--- src/include/adsq_defines.svh ---
// Register offsets, field positions and timing constants of the converter
`ifndef ADSQ_DEFINES_SVH
`define ADSQ_DEFINES_SVH
`define ADSQ_ADDR_W 8
`define ADSQ_OFF_CTRL_LOW 8'h9C
`define ADSQ_OFF_CTRL_HIGH 8'h9D
`define ADSQ_OFF_RESULT_LOW 8'h9E
`define ADSQ_OFF_RESULT_HIGH 8'h9F
`define ADSQ_OFF_IRQ_STATUS 8'hA0
`define ADSQ_OFF_IRQ_ENABLE 8'hA1
`define ADSQ_OFF_IRQ_CLEAR 8'hA2
`define ADSQ_CTRL_LOW_RESET 8'h00
`define ADSQ_CTRL_HIGH_RESET 8'h00
`define ADSQ_BIT_ENABLE 7
`define ADSQ_BIT_START 6
`define ADSQ_BIT_REFERENCE_SOURCE_SELECT 5
`define ADSQ_BIT_DONE 4
`define ADSQ_BIT_IRQ_FLAG 7
`define ADSQ_BIT_ALIGN 2
`define ADSQ_FLD_CHAN 3:0
`define ADSQ_FLD_START_SOURCE_SELECT 5:3
`define ADSQ_FLD_CLKSEL 1:0
`define ADSQ_SETUP_CYCLES 4'hA
`define ADSQ_STEPS_PER_BIT 2'h3
`define ADSQ_RESULT_BITS 4'hC
`define ADSQ_DIV_W 3
`define ADSQ_MIN_CONV_NS 20000
`define ADSQ_CLK_PERIOD_NS 8
`define ADSQ_MIN_CONV_CYCLES (`ADSQ_MIN_CONV_NS / `ADSQ_CLK_PERIOD_NS)
`endif

--- src/include/adsq_pkg.sv ---
// Types of the converter sequencer
package adsq_pkg;
   typedef enum logic [2:0]
   {
      ADSQ_START_SOURCE_SELECT_SOFT,
      ADSQ_START_SOURCE_SELECT_T1A,
      ADSQ_START_SOURCE_SELECT_T4OVF,
      ADSQ_START_SOURCE_SELECT_T4A,
      ADSQ_START_SOURCE_SELECT_T4B,
      ADSQ_START_SOURCE_SELECT_T4C,
      ADSQ_START_SOURCE_SELECT_NONE6,
      ADSQ_START_SOURCE_SELECT_NONE7
   } adsq_start_source_select_t;
   typedef enum logic [1:0]
   {
      ADSQ_IDLE,
      ADSQ_SETUP,
      ADSQ_BITS
   } adsq_state_t;
endpackage

--- src/hdl/adsq_clkdiv.sv ---
// Conversion clock tick generator
`timescale 1ns/1ps
`include "adsq_defines.svh"
module adsq_clkdiv
(
   input wire logic clk,
   input wire logic rst_n,
   input wire logic ce,
   input wire logic run,
   input wire logic [1:0] sel,
   output logic tick
);
   logic [`ADSQ_DIV_W-1:0] cnt;
   logic [`ADSQ_DIV_W-1:0] lim;

   // Divide by 1, 2, 4 or 8 [RQ8]
   assign lim = 3'((4'h1 << sel) - 4'h1);
   assign tick = run && (cnt == lim);

   always_ff @(posedge clk)
   begin
      if (!rst_n)
         cnt <= 3'h0;
      else if (ce)
      begin
         if (!run || tick)
            cnt <= 3'h0;
         else
            cnt <= 3'(cnt + 3'h1);
      end
   end
endmodule

--- src/hdl/adsq_start_source_select_sync.sv ---
// Trigger source synchroniser and rising-edge detector
`timescale 1ns/1ps
module adsq_start_source_select_sync
(
   input wire logic clk,
   input wire logic rst_n,
   input wire logic ce,
   input wire logic [4:0] start_source_select_in,
   output logic [4:0] start_source_select_pulse
);
   logic [4:0] s1;
   logic [4:0] s2;
   logic [4:0] s3;

   genvar i;
   generate
      for (i = 0; i < 5; i++)
      begin : g_sync
         always_ff @(posedge clk)
         begin
            if (!rst_n)
            begin
               s1[i] <= 1'b0;
               s2[i] <= 1'b0;
               s3[i] <= 1'b0;
            end
            else if (ce)
            begin
               s1[i] <= start_source_select_in[i];
               s2[i] <= s1[i];
               s3[i] <= s2[i];
            end
         end
         assign start_source_select_pulse[i] = ce && s2[i] && !s3[i];
      end
   endgenerate
endmodule

--- src/hdl/adsq_top.sv ---
// Converter sequencer: registers, sequencing, result alignment, interrupt
// Notes on behaviour
// RQ1: Four-bit channel field routes analog input n to the converter.
// RQ2: At end, load result, set done flag, raise interrupt request.
// RQ3: Done flag reads zero while a conversion runs.
// RQ4: Ten setup clocks, then four conversion clocks per each of twelve bits.
// RQ5: Software picks a divider so conversion lasts at least 20 us.
// RQ6: Three-bit field picks start source: soft, timer 1 A, timer 4 events.
// RQ7: Alignment bit places the result msb-aligned or lsb-aligned.
// RQ8: Clock field divides system clock by 1, 2, 4 or 8.
// RQ9: Interrupt flag set on event, cleared by writing zero or acknowledge.
// RQ10: Enable bit powers the converter; stop mode forces it off.
// RQ11: Writing one to start bit begins conversion; bit self-clears.
// RQ12: Reference bit picks supply at zero, external pin at one.
// RQ13: Done flag clears when disabled or in stop mode.
// RQ14: Selected hardware trigger starts conversion only while enabled.
`timescale 1ns/1ps
`include "adsq_defines.svh"
module adsq_top
(
   input wire logic clk,
   input wire logic rst_n,
   input wire logic ce,
   input wire logic [7:0] addr,
   input wire logic [7:0] wdata,
   input wire logic wr,
   input wire logic rd,
   output logic [7:0] rdata,
   input wire logic stop_mode,
   input wire logic irq_ack,
   input wire logic timer1_a_match,
   input wire logic timer4_overflow,
   input wire logic timer4_a_match,
   input wire logic timer4_b_match,
   input wire logic timer4_c_match,
   input wire logic [11:0] sar_result,
   output logic [3:0] input_channel_select,
   output logic reference_source_select,
   output logic module_power_enable,
   output logic sar_sample,
   output logic sar_step,
   output logic conv_irq,
   output logic irq
);
   ////////////////////////////////////////////////////////////////////////
   logic [7:0] ctrl_low;
   logic [7:0] ctrl_high;
   logic [7:0] result_low;
   logic [7:0] result_high;
   logic software_start_bit;
   logic conversion_done_flag;
   logic conv_irq_flag;
   logic [1:0] irq_status;
   logic [1:0] irq_enable;
   adsq_pkg::adsq_state_t state;
   logic [3:0] step_cnt;
   logic [3:0] bit_cnt;
   logic tick;
   logic running;
   logic enabled;
   logic start_req;
   logic hw_start;
   logic conv_end;
   logic [4:0] start_source_select_pulse;
   logic [11:0] res;
   logic wr_low;
   logic wr_high;
   adsq_pkg::adsq_start_source_select_t start_source_select;

   assign wr_low = ce && wr && (addr == `ADSQ_OFF_CTRL_LOW);
   assign wr_high = ce && wr && (addr == `ADSQ_OFF_CTRL_HIGH);
   // Stop mode overrides the enable bit [RQ10]
   assign enabled = ctrl_low[`ADSQ_BIT_ENABLE] && !stop_mode;
   assign module_power_enable = enabled; // [RQ10]
   assign reference_source_select = ctrl_low[`ADSQ_BIT_REFERENCE_SOURCE_SELECT]; // [RQ12]
   assign input_channel_select = ctrl_low[`ADSQ_FLD_CHAN]; // [RQ1]
   assign start_source_select =
      adsq_pkg::adsq_start_source_select_t'(ctrl_high[`ADSQ_FLD_START_SOURCE_SELECT]); // [RQ6]
   assign running = (state != adsq_pkg::ADSQ_IDLE);

   ////////////////////////////////////////////////////////////////////////
   adsq_start_source_select_sync u_sync
   (
      .clk(clk),
      .rst_n(rst_n),
      .ce(ce),
      .start_source_select_in({timer4_c_match, timer4_b_match, timer4_a_match,
                timer4_overflow, timer1_a_match}),
      .start_source_select_pulse(start_source_select_pulse)
   );

   adsq_clkdiv u_div
   (
      .clk(clk),
      .rst_n(rst_n),
      .ce(ce),
      .run(running),
      .sel(ctrl_high[`ADSQ_FLD_CLKSEL]),
      .tick(tick)
   );

   // Unused trigger codes never start anything [RQ6]
   always_comb
   begin
      case (start_source_select)
         adsq_pkg::ADSQ_START_SOURCE_SELECT_T1A: hw_start = start_source_select_pulse[0];
         adsq_pkg::ADSQ_START_SOURCE_SELECT_T4OVF: hw_start = start_source_select_pulse[1];
         adsq_pkg::ADSQ_START_SOURCE_SELECT_T4A: hw_start = start_source_select_pulse[2];
         adsq_pkg::ADSQ_START_SOURCE_SELECT_T4B: hw_start = start_source_select_pulse[3];
         adsq_pkg::ADSQ_START_SOURCE_SELECT_T4C: hw_start = start_source_select_pulse[4];
         default: hw_start = 1'b0;
      endcase
   end

   // Hardware and software start only while enabled [RQ14] [RQ11]
   // Start bit counts only while the software source is picked [RQ6]
   assign start_req = enabled && !running
      && ((software_start_bit
         && (start_source_select == adsq_pkg::ADSQ_START_SOURCE_SELECT_SOFT)) || hw_start);

   ////////////////////////////////////////////////////////////////////////
   // Control registers; done flag is held separately
   always_ff @(posedge clk)
   begin
      if (!rst_n)
      begin
         ctrl_low <= `ADSQ_CTRL_LOW_RESET;
         ctrl_high <= `ADSQ_CTRL_HIGH_RESET;
      end
      else if (wr_low)
         ctrl_low <= wdata;
      else if (wr_high)
         ctrl_high <= wdata;
   end

   // Start bit: write one sets, taken start clears; zero write no effect
   always_ff @(posedge clk)
   begin
      if (!rst_n)
         software_start_bit <= 1'b0;
      else if (ce)
      begin
         // Written enable counts, so enable and start may share a write
         if (wr_low && wdata[`ADSQ_BIT_START] && wdata[`ADSQ_BIT_ENABLE]
            && !stop_mode)
            software_start_bit <= 1'b1; // [RQ11]
         else if (!enabled || running
            || (start_source_select != adsq_pkg::ADSQ_START_SOURCE_SELECT_SOFT))
            software_start_bit <= 1'b0; // [RQ11] [RQ10]
      end
   end

   ////////////////////////////////////////////////////////////////////////
   // Sequencer: ten setup ticks, then four per bit for twelve bits
   assign conv_end = (state == adsq_pkg::ADSQ_BITS) && tick
      && (step_cnt == 4'(`ADSQ_STEPS_PER_BIT))
      && (bit_cnt == 4'(`ADSQ_RESULT_BITS - 4'h1));

   always_ff @(posedge clk)
   begin
      if (!rst_n)
      begin
         state <= adsq_pkg::ADSQ_IDLE;
         step_cnt <= 4'h0;
         bit_cnt <= 4'h0;
      end
      else if (ce)
      begin
         if (!enabled)
            state <= adsq_pkg::ADSQ_IDLE;
         else
         begin
            case (state)
               adsq_pkg::ADSQ_IDLE:
               begin
                  step_cnt <= 4'h0;
                  bit_cnt <= 4'h0;
                  if (start_req)
                     state <= adsq_pkg::ADSQ_SETUP;
               end
               adsq_pkg::ADSQ_SETUP:
                  if (tick)
                  begin
                     if (step_cnt == `ADSQ_SETUP_CYCLES - 4'h1) // [RQ4]
                     begin
                        step_cnt <= 4'h0;
                        state <= adsq_pkg::ADSQ_BITS;
                     end
                     else
                        step_cnt <= 4'(step_cnt + 4'h1);
                  end
               adsq_pkg::ADSQ_BITS:
                  if (tick)
                  begin
                     if (conv_end)
                        state <= adsq_pkg::ADSQ_IDLE; // [RQ4]
                     else if (step_cnt == 4'(`ADSQ_STEPS_PER_BIT))
                     begin
                        step_cnt <= 4'h0;
                        bit_cnt <= 4'(bit_cnt + 4'h1);
                     end
                     else
                        step_cnt <= 4'(step_cnt + 4'h1);
                  end
               default:
                  state <= adsq_pkg::ADSQ_IDLE;
            endcase
         end
      end
   end

   assign sar_sample = (state == adsq_pkg::ADSQ_SETUP);
   assign sar_step = (state == adsq_pkg::ADSQ_BITS) && tick;

   ////////////////////////////////////////////////////////////////////////
   // Result alignment [RQ7]
   assign res = sar_result;
   always_ff @(posedge clk)
   begin
      if (!rst_n)
      begin
         result_low <= 8'h00;
         result_high <= 8'h00;
      end
      else if (ce && conv_end)
      begin
         if (ctrl_high[`ADSQ_BIT_ALIGN])
         begin
            result_high <= {4'h0, res[11:8]}; // [RQ7]
            result_low <= res[7:0];
         end
         else
         begin
            result_high <= res[11:4]; // [RQ7] [RQ2]
            result_low <= {res[3:0], 4'h0};
         end
      end
   end

   // Done flag: zero while running, disabled or stopped [RQ3] [RQ13]
   always_ff @(posedge clk)
   begin
      if (!rst_n)
         conversion_done_flag <= 1'b0;
      else if (ce)
      begin
         if (!enabled || start_req)
            conversion_done_flag <= 1'b0; // [RQ13] [RQ3]
         else if (conv_end)
            conversion_done_flag <= 1'b1; // [RQ2]
      end
   end

   // Interrupt flag: set beats clear [RQ9]
   always_ff @(posedge clk)
   begin
      if (!rst_n)
         conv_irq_flag <= 1'b0;
      else if (ce)
      begin
         if (conv_end)
            conv_irq_flag <= 1'b1; // [RQ2] [RQ9]
         else if (irq_ack || (wr_high && !wdata[`ADSQ_BIT_IRQ_FLAG]))
            conv_irq_flag <= 1'b0; // [RQ9]
      end
   end
   assign conv_irq = conv_irq_flag;

   ////////////////////////////////////////////////////////////////////////
   // Sticky status: bit0 conversion end, bit1 start while busy lost
   always_ff @(posedge clk)
   begin
      if (!rst_n)
      begin
         irq_status <= 2'h0;
         irq_enable <= 2'h0;
      end
      else if (ce)
      begin
         if (wr && addr == `ADSQ_OFF_IRQ_ENABLE)
            irq_enable <= wdata[1:0];
         irq_status <= (irq_status
            & ~((wr && addr == `ADSQ_OFF_IRQ_CLEAR) ? wdata[1:0] : 2'h0))
            | {running && (hw_start || (wr_low && wdata[`ADSQ_BIT_START])),
               conv_end};
      end
   end
   assign irq = |(irq_status & irq_enable);

   ////////////////////////////////////////////////////////////////////////
   // Read port, data one cycle after the strobe
   always_ff @(posedge clk)
   begin
      if (!rst_n)
         rdata <= 8'h00;
      else if (ce && rd)
      begin
         case (addr)
            `ADSQ_OFF_CTRL_LOW: rdata <= {ctrl_low[`ADSQ_BIT_ENABLE],
               software_start_bit, ctrl_low[`ADSQ_BIT_REFERENCE_SOURCE_SELECT],
               conversion_done_flag, ctrl_low[`ADSQ_FLD_CHAN]};
            `ADSQ_OFF_CTRL_HIGH: rdata <= {conv_irq_flag, 1'b0,
               ctrl_high[5:0]};
            `ADSQ_OFF_RESULT_LOW: rdata <= result_low;
            `ADSQ_OFF_RESULT_HIGH: rdata <= result_high;
            `ADSQ_OFF_IRQ_STATUS: rdata <= {6'h00, irq_status};
            `ADSQ_OFF_IRQ_ENABLE: rdata <= {6'h00, irq_enable};
            default: rdata <= 8'h00;
         endcase
      end
   end
endmodule

--- config.mk ---
export PLATFORM = sky130hd
export DESIGN_NAME = adsq_top
export DESIGN_NICKNAME = d
export VERILOG_FILES = /design/src/include/adsq_pkg.sv /design/src/hdl/adsq_clkdiv.sv /design/src/hdl/adsq_start_source_select_sync.sv /design/src/hdl/adsq_top.sv
export VERILOG_INCLUDE_DIRS = /design/src /design/src/include
export SDC_FILE = /design/constraint.sdc
export NUM_CORES = 1
export LEC_CHECK = 0
export BUFFER_PORTS_ARGS = -buffer_cell sky130_fd_sc_hd__buf_2
export CAP_MARGIN = 30
export CORE_ASPECT_RATIO = 0.9
export CORE_MARGIN = 3
export CORE_UTILIZATION = 45
export DETAILED_ROUTE_END_ITERATION = 10
export HOLD_SLACK_MARGIN = 0.12
export MAX_ROUTING_LAYER = met4
export PLACE_DENSITY = 0.7
export SLEW_MARGIN = 20
export SYNTH_ARGS = -nofsm -noshare
export SYNTH_HDL_FRONTEND = slang
export SYNTH_HIERARCHICAL = 1
export SYNTH_SLANG_ARGS = --single-unit
--- constraint.sdc ---
create_clock -name clk -period 6.99 [get_ports clk]
set_input_delay 1.398 -clock clk [delete_from_list [all_inputs] [get_ports clk]]
set_output_delay 1.398 -clock clk [all_outputs]
set_load 0.02 [all_outputs]
==> run summary, run 1 <==
fin crit period -> 3.336 ns
depth of the CTS H-tree -> 3
Sink Count -> 71
Post-Syn Nets -> 441
DR iter-0 viols -> 183
Crit path buffers/inverters -> 2
residual overflow from global routing -> 0
GRT Util Overall -> 0.1892
EDFF count, synth -> 0
I/O Pins -> 58
fin. max-slew vios -> 0
Die Y -> 92.42 um
required time worst endpoint -> 5.59 ns
Worst-Skew Late Latency -> 0.34 ns
initial antenna violation count -> 0
routability cong. -> 0.8388
Hold Path Class -> flip-flop to flip-flop
outcome -> completed
vias -> 2995
min-delay src -> result_low[3]$_SDFFE_PN0P_
die area -> 9428 um^2
number of synthesized register bits -> 71
sequential area share after synthesis -> 0.3807
hold-fix buffers at CTS -> 0
CP Class -> input pin to output port
slack of the critical path -> 3.654 ns
area delta synth->final -> 12.97%
CTS tree -> yes
Setup TNS Final -> 0 ns
DRT Wirelength -> 8.227 mm
Setup Skew -> 0.009569 ns
DR WL/cell -> 15.35 um
Setup violations, final -> 0
Synth Instances -> 392
cts repair resizes -> 0
largest net degree at the start of global routing -> 48
R2R Setup Slk -> 4.21 ns
Max-Cap Viols -> 0
Initial Utilization -> 0.4782
ANT nets after route -> 0
Crit Path Max Fanout -> 7
# rows -> 30
total power draw -> 797.3 uW
Hold Fails Final Rpt -> 0
Worst VDD drop -> 0.0001105 V
prevailing post-synth register cell -> dfxtp_1
Worst-path clk slew -> 0.07 ns
Yosys Warn Count -> 6
number of diodes -> 0
Worst Hold End -> result_low[3]$_SDFFE_PN0P_
number of distinct library cells after synthesis -> 60
drt first pass iters -> 4
worst reg2reg path depth -> 9
post-place setup slack -> 3.372 ns
Detailed Place HPWL -> 5.997 mm
family with the most delay on the worst path -> buffers and inverters
Post-Syn Area per Cell -> 9.524 um^2
RR Endpoint -> result_low[0]$_SDFFE_PN0P_
CP Capture Type -> output port
worst path cell trace -> buf_2, nor2b_4, buf_2
crit share post-route -> 0.4772
Crit path largest cell delay -> 0.22 ns
hold depth -> 2
crit-path most repeated cell -> buf_2
max_slew headroom -> 0.3763
Core Box Area -> 7807 um^2
Netlist Area Pre-Place -> 3734 um^2
fraction of registers with async set/reset -> 0
RR Startpoint -> u_div/cnt[1]$_SDFFE_PN0P_
PD cells -> 189.0 nW/um^2
crit path DAT -> 1.94 ns
Slew @ Worst Pin -> 0.9356 ns
clk buf depth -> 2
CP max stage cell -> buf_2
Vias/cell -> 5.588
Remaining DRCs -> 0
Fmax -> 0.2998 GHz
Num CTS Buffers -> 9
vias in the first global route -> 2861
Setup crit start kind -> input pin
layout cell share with drive strength beyond 1 -> 0.2068
first-pass GRT wire length -> 13.81 mm
RSZ-0062 raised after global routing -> false
CTS Root Buffer Type -> clkbuf_8
NumNets Final -> 484
postcts setup bufs -> 0
port buffer count -> 57
static leakage -> 1.765 nW
die width -> 102.0 um
[how the worst max path moves through the flow]
stage	from	to	depth (start not counted)	slack, ns
6_report	stop_mode	module_power_enable	3	3.65
5_1_grt	ce	irq_status[1]$_SDFFE_PN0P_	6	3.60
4_1_cts	stop_mode	module_power_enable	3	3.65
3_5_place_dp	ce	irq_status[1]$_SDFFE_PN0P_	6	3.37
3_3_place_gp	ce	irq_status[1]$_SDFFE_PN0P_	6	3.44
2_1_floorplan	stop_mode	module_power_enable	2	3.97
[routing by layer]
layer	global-route usage	up-vias	part of all wire
li1	-	1484	-
met4	0.05574	0	0.0095
met2	0.2922	73	0.47
met5	-	-	0
met3	0.05045	6	0.064
met1	0.2437	1432	0.46
[report_power, final]
group | internal, mW | switching (mW)
registers | 0.408 | 0.00199
logic | 0.0239 | 0.0277
clock network | 0.176 | 0.160
[stage by stage]
stage / cells / utilization / cell area (um^2) / hold slack (ns)
finish: 536 / 0.5402 / 4218 / 0.4663
global route: 536 / 0.5402 / 4218 / 0.4913
global placement: 519 / 0.5114 / 3993 / 0.4559
CTS: 536 / 0.5402 / 4218 / 0.4686
floorplan: 392 / - / 3734 / 0.4276
detailed placement: 520 / 0.5139 / 4013 / 0.4577
[cells in the final DEF (no fill, tap or decap), types with 4 or more instances in the layout]
cell,instances
a31oi_1,4
a21boi_0,11
clkbuf_8,10
mux4_2,7
dfxtp_1,71
nor2b_1,44
a21boi_1,4
buf_2,57
o21ai_0,4
nand3_1,14
nor3_1,5
nand2b_1,6
nor4_1,4
nor2_1,9
a22oi_1,7
and3b_1,5
o21a_1,5
nand2_1,41
nand3b_1,8
a21oi_1,8
o211a_1,8
inv_1,11
mux2i_1,40
ha_1,9
[worst min-delay path: stages (launching register included)]
cell,delay [ns]
dfxtp_1,0.32
nand2_1,0.05
a21boi_1,0.05
[cell usage after synthesis (9+ instances only)]
master	number	area, um^2
nand3_1	14	70.07
ha_1	9	112.6
mux2i_1	40	400.4
dfxtp_1	71	1421
nand2_1	41	153.9
inv_1	11	41.29
nor2_1	9	33.78
a21boi_0	11	82.58
clkbuf_1	13	48.80
nor2b_1	44	275.3
[layout make-up]
cell class,instances,area (um^2)
fill,716,3590
clock buffer,10,137.6
timing repair buffer,58,305.3
clock inverter,6,67.56
multi-input combinational,284,2125
tap,96,120.1
inverter,11,41.29
sequential,71,1421
[cells by family (layout without fill, tap and decap cells)]
kind of cell    Yosys count  in the layout  share of synthesized area
compound gates           70             70                     0.1414
xor+xnor                  1              1                   0.002346
fa+ha+maj                 9              9                    0.03016
buf+inv                  37             85                    0.05027
flops                    71             71                     0.3807
mux                      47             47                     0.1495
simple gates            157            157                     0.2456
[state kept, by name, summed over array words and instances (netlist names), 3 cells and up]
signal,flops
result_high,8
result_low,8
u_div/cnt,3
bit_cnt,4
u_sync/s2,5
rdata,8
u_sync/s3,5
u_sync/s1,5
ctrl_low,6
step_cnt,4
ctrl_high,6
Note: power is estimated with default switching activity, not from simulation.
==> run 2: changes to the inputs <==
==> constraint.sdc (replaced) <==
create_clock -name clk -period 3.35 [get_ports clk]
set_input_delay 0.67 -clock clk [delete_from_list [all_inputs] [get_ports clk]]
set_output_delay 0.67 -clock clk [all_outputs]
set_load 0.02 [all_outputs]
==> run 2 against run 1 <==
  * Via count grew 0.17%
  * Sequential power grew 110%
  * Critical endpoint is now result_high[1]$_SDFFE_PN0P_
  * Worst hold slack lost 0.013 ns
  * Combinational power grew 110%
  * Sequential share of layout area shrank 0.19 points
  * Die area is the same
  * Clock power grew 100%
  * Largest power group unchanged
  * Global-route usage grew 0.66 points
==> run summary, run 2 (synthesized netlist as in run 1, its figures left out) <==
RSZ-0062 raised after global routing -> false (unchanged)
first-pass GRT wire length -> 14.17 mm (was 13.81 mm)
hold-fix buffers at CTS -> 0 (unchanged)
ANT nets after route -> 0 (unchanged)
Crit Path Max Fanout -> 25 (was 7)
Pint -> 1.246 mW (was 607.6 uW)
Setup Skew -> 0.007855 ns (was 0.009569 ns)
required time worst endpoint -> 3.64 ns (was 5.59 ns)
clk buf depth -> 2 (unchanged)
R2R Setup Slk -> 0.73 ns (was 4.21 ns)
cts repair resizes -> 0 (unchanged)
fin crit period -> 2.623 ns
Detailed Place HPWL -> 6.048 mm (was 5.997 mm)
PD cells -> 388.5 nW/um^2 (was 189.0 nW/um^2)
area occupied by multi-input gates -> 2125 um^2 (unchanged)
Max-Cap Viols -> 0 (unchanged)
Vias/cell -> 5.535 (was 5.588)
postcts setup bufs -> 0 (unchanged)
final instance area -> 4242 um^2 (was 4218 um^2)
Fmax -> 0.3812 GHz
max_slew headroom -> 0.3802 (was 0.3763)
commonest non-fill, non-tap cells in the layout -> dfxtp_1, buf_2, nor2b_1 (unchanged)
fin. max-slew vios -> 0 (unchanged)
sw power -> 401.2 uW (was 189.8 uW)
vias -> 3000 (was 2995)
Hold Fails Final Rpt -> 0 (unchanged)
switching share of power -> 0.2435 (was 0.2380)
Post-DP Area -> 4045 um^2 (was 4013 um^2)
die area -> 9428 um^2 (unchanged)
die width -> 102.0 um (unchanged)
area delta synth->final -> 13.61% (was 12.97%)
initial antenna violation count -> 0 (unchanged)
crit share post-route -> 0.7831
NumNets Final -> 490 (was 484)
part of the power in registers -> 0.519 (was 0.514)
Worst-Skew Late Latency -> 0.35 ns (was 0.34 ns)
port buffer count -> 57 (unchanged)
commonest non-fill, non-tap cell in the layout -> dfxtp_1 (unchanged)
crit path DAT -> 2.92 ns (was 1.94 ns)
Core Box Area -> 7807 um^2 (unchanged)
routability cong. -> 0.8400 (was 0.8388)
residual overflow from global routing -> 0 (unchanged)
drt first pass iters -> 4 (unchanged)
DRT Wirelength -> 8.413 mm (was 8.227 mm)
vias in the first global route -> 2910 (was 2861)
layout cell share with drive strength beyond 1 -> 0.2175 (was 0.2068)
GRT Util Overall -> 0.1958 (was 0.1892)
Setup TNS Final -> 0 ns (unchanged)
Hold Path Class -> flip-flop to flip-flop (unchanged)
largest net degree at the start of global routing -> 60 (was 48)
CTS Root Buffer Type -> clkbuf_8 (unchanged)
Initial Utilization -> 0.4782 (unchanged)
share of total power in the clock network -> 0.415 (was 0.421)
DR WL/cell -> 15.52 um (was 15.35 um)
biggest regs -> rdata (8), result_high (8), result_low (8) (unchanged)
Die Y -> 92.42 um (unchanged)
CP Capture Type -> flip-flop (was output port)
Slew @ Worst Pin -> 0.9297 ns (was 0.9356 ns)
# rows -> 30 (unchanged)
Register Area -> 1421 um^2 (unchanged)
static leakage -> 1.787 nW (was 1.765 nW)
Setup violations, final -> 0 (unchanged)
CTS tree -> yes (unchanged)
Remaining DRCs -> 0 (unchanged)
number of diodes -> 0 (unchanged)
Worst VDD drop -> 0.0002135 V (was 0.0001105 V)
DR iter-0 viols -> 120 (was 183)
Setup crit start kind -> flip-flop (was input pin)
I/O Pins -> 58 (unchanged)
depth of the CTS H-tree -> 3 (unchanged)
Fill cells -> 725 (was 716)
Sink Count -> 71 (unchanged)
Num CTS Buffers -> 9 (unchanged)
outcome -> completed (unchanged)
CP Class -> flip-flop to flip-flop (was input pin to output port)
Worst-path clk slew -> 0.08 ns (was 0.07 ns)
combinational share of power -> 0.066 (was 0.065)
[run 2: layout make-up]
cell class | count | share of cell area
Multi-Input combinational cell | 284 | 0.5009
Clock inverter | 7 | 0.01711
Inverter | 11 | 0.009735
Tap cell | 96 | 0.02832
Sequential cell | 71 | 0.3351
Clock buffer | 9 | 0.02920
Timing Repair Buffer | 64 | 0.07965
[run 2: worst max-delay path, cell delays in order (launching register included)]
cell     delay, ns
dfxtp_1       0.39
inv_1         0.10
ha_1          0.26
inv_1         0.13
nor2b_1       0.19
nand2_1       0.10
nor3_2        0.31
and2_1        0.71
buf_4         0.25
o211a_1       0.13
[run 2: path summary, 6_finish.rpt]
kind | startpoint | end | cells after the start
setup / recovery | state[0]$_SDFFE_PN0P_ | result_high[1]$_SDFFE_PN0P_ | 9
hold / removal | result_low[3]$_SDFFE_PN0P_ | result_low[3]$_SDFFE_PN0P_ | 2
setup reg to reg | state[0]$_SDFFE_PN0P_ | result_high[1]$_SDFFE_PN0P_ | 9
hold reg to reg | result_low[3]$_SDFFE_PN0P_ | result_low[3]$_SDFFE_PN0P_ | 2
[run 2: power groups by stage]
stage	combinational (mW)	clock, mW	sequential (mW)
6_report	0.109	0.683	0.856
5_1_grt	0.120	0.739	0.857
4_1_cts	0.110	0.698	0.856
3_5_place_dp	0.109	0	0.876
3_3_place_gp	0.108	0	0.875
2_1_floorplan	0.0618	0	0.876
[run 2: metal layers]
metal | global-route usage | wire length (um)
met2 | 0.2825 | 3786
met3 | 0.06852 | 488
met4 | 0.05574 | 106
met5 | - | 0
met1 | 0.2598 | 4032
[run 2: metrics by stage]
step	hold WS [ns]	setup slack [ns]	util	power [mW]	std cells
floorplan	0.4276	1.146	-	0.9376	392
global placement	0.4436	0.8729	0.5181	0.9828	526
detailed placement	0.4434	0.7614	0.5181	0.9847	526
CTS	0.4543	0.7256	0.5433	1.664	542
global route	0.4988	0.3687	0.5433	1.716	542
finish	0.4534	0.7268	0.5433	1.648	542
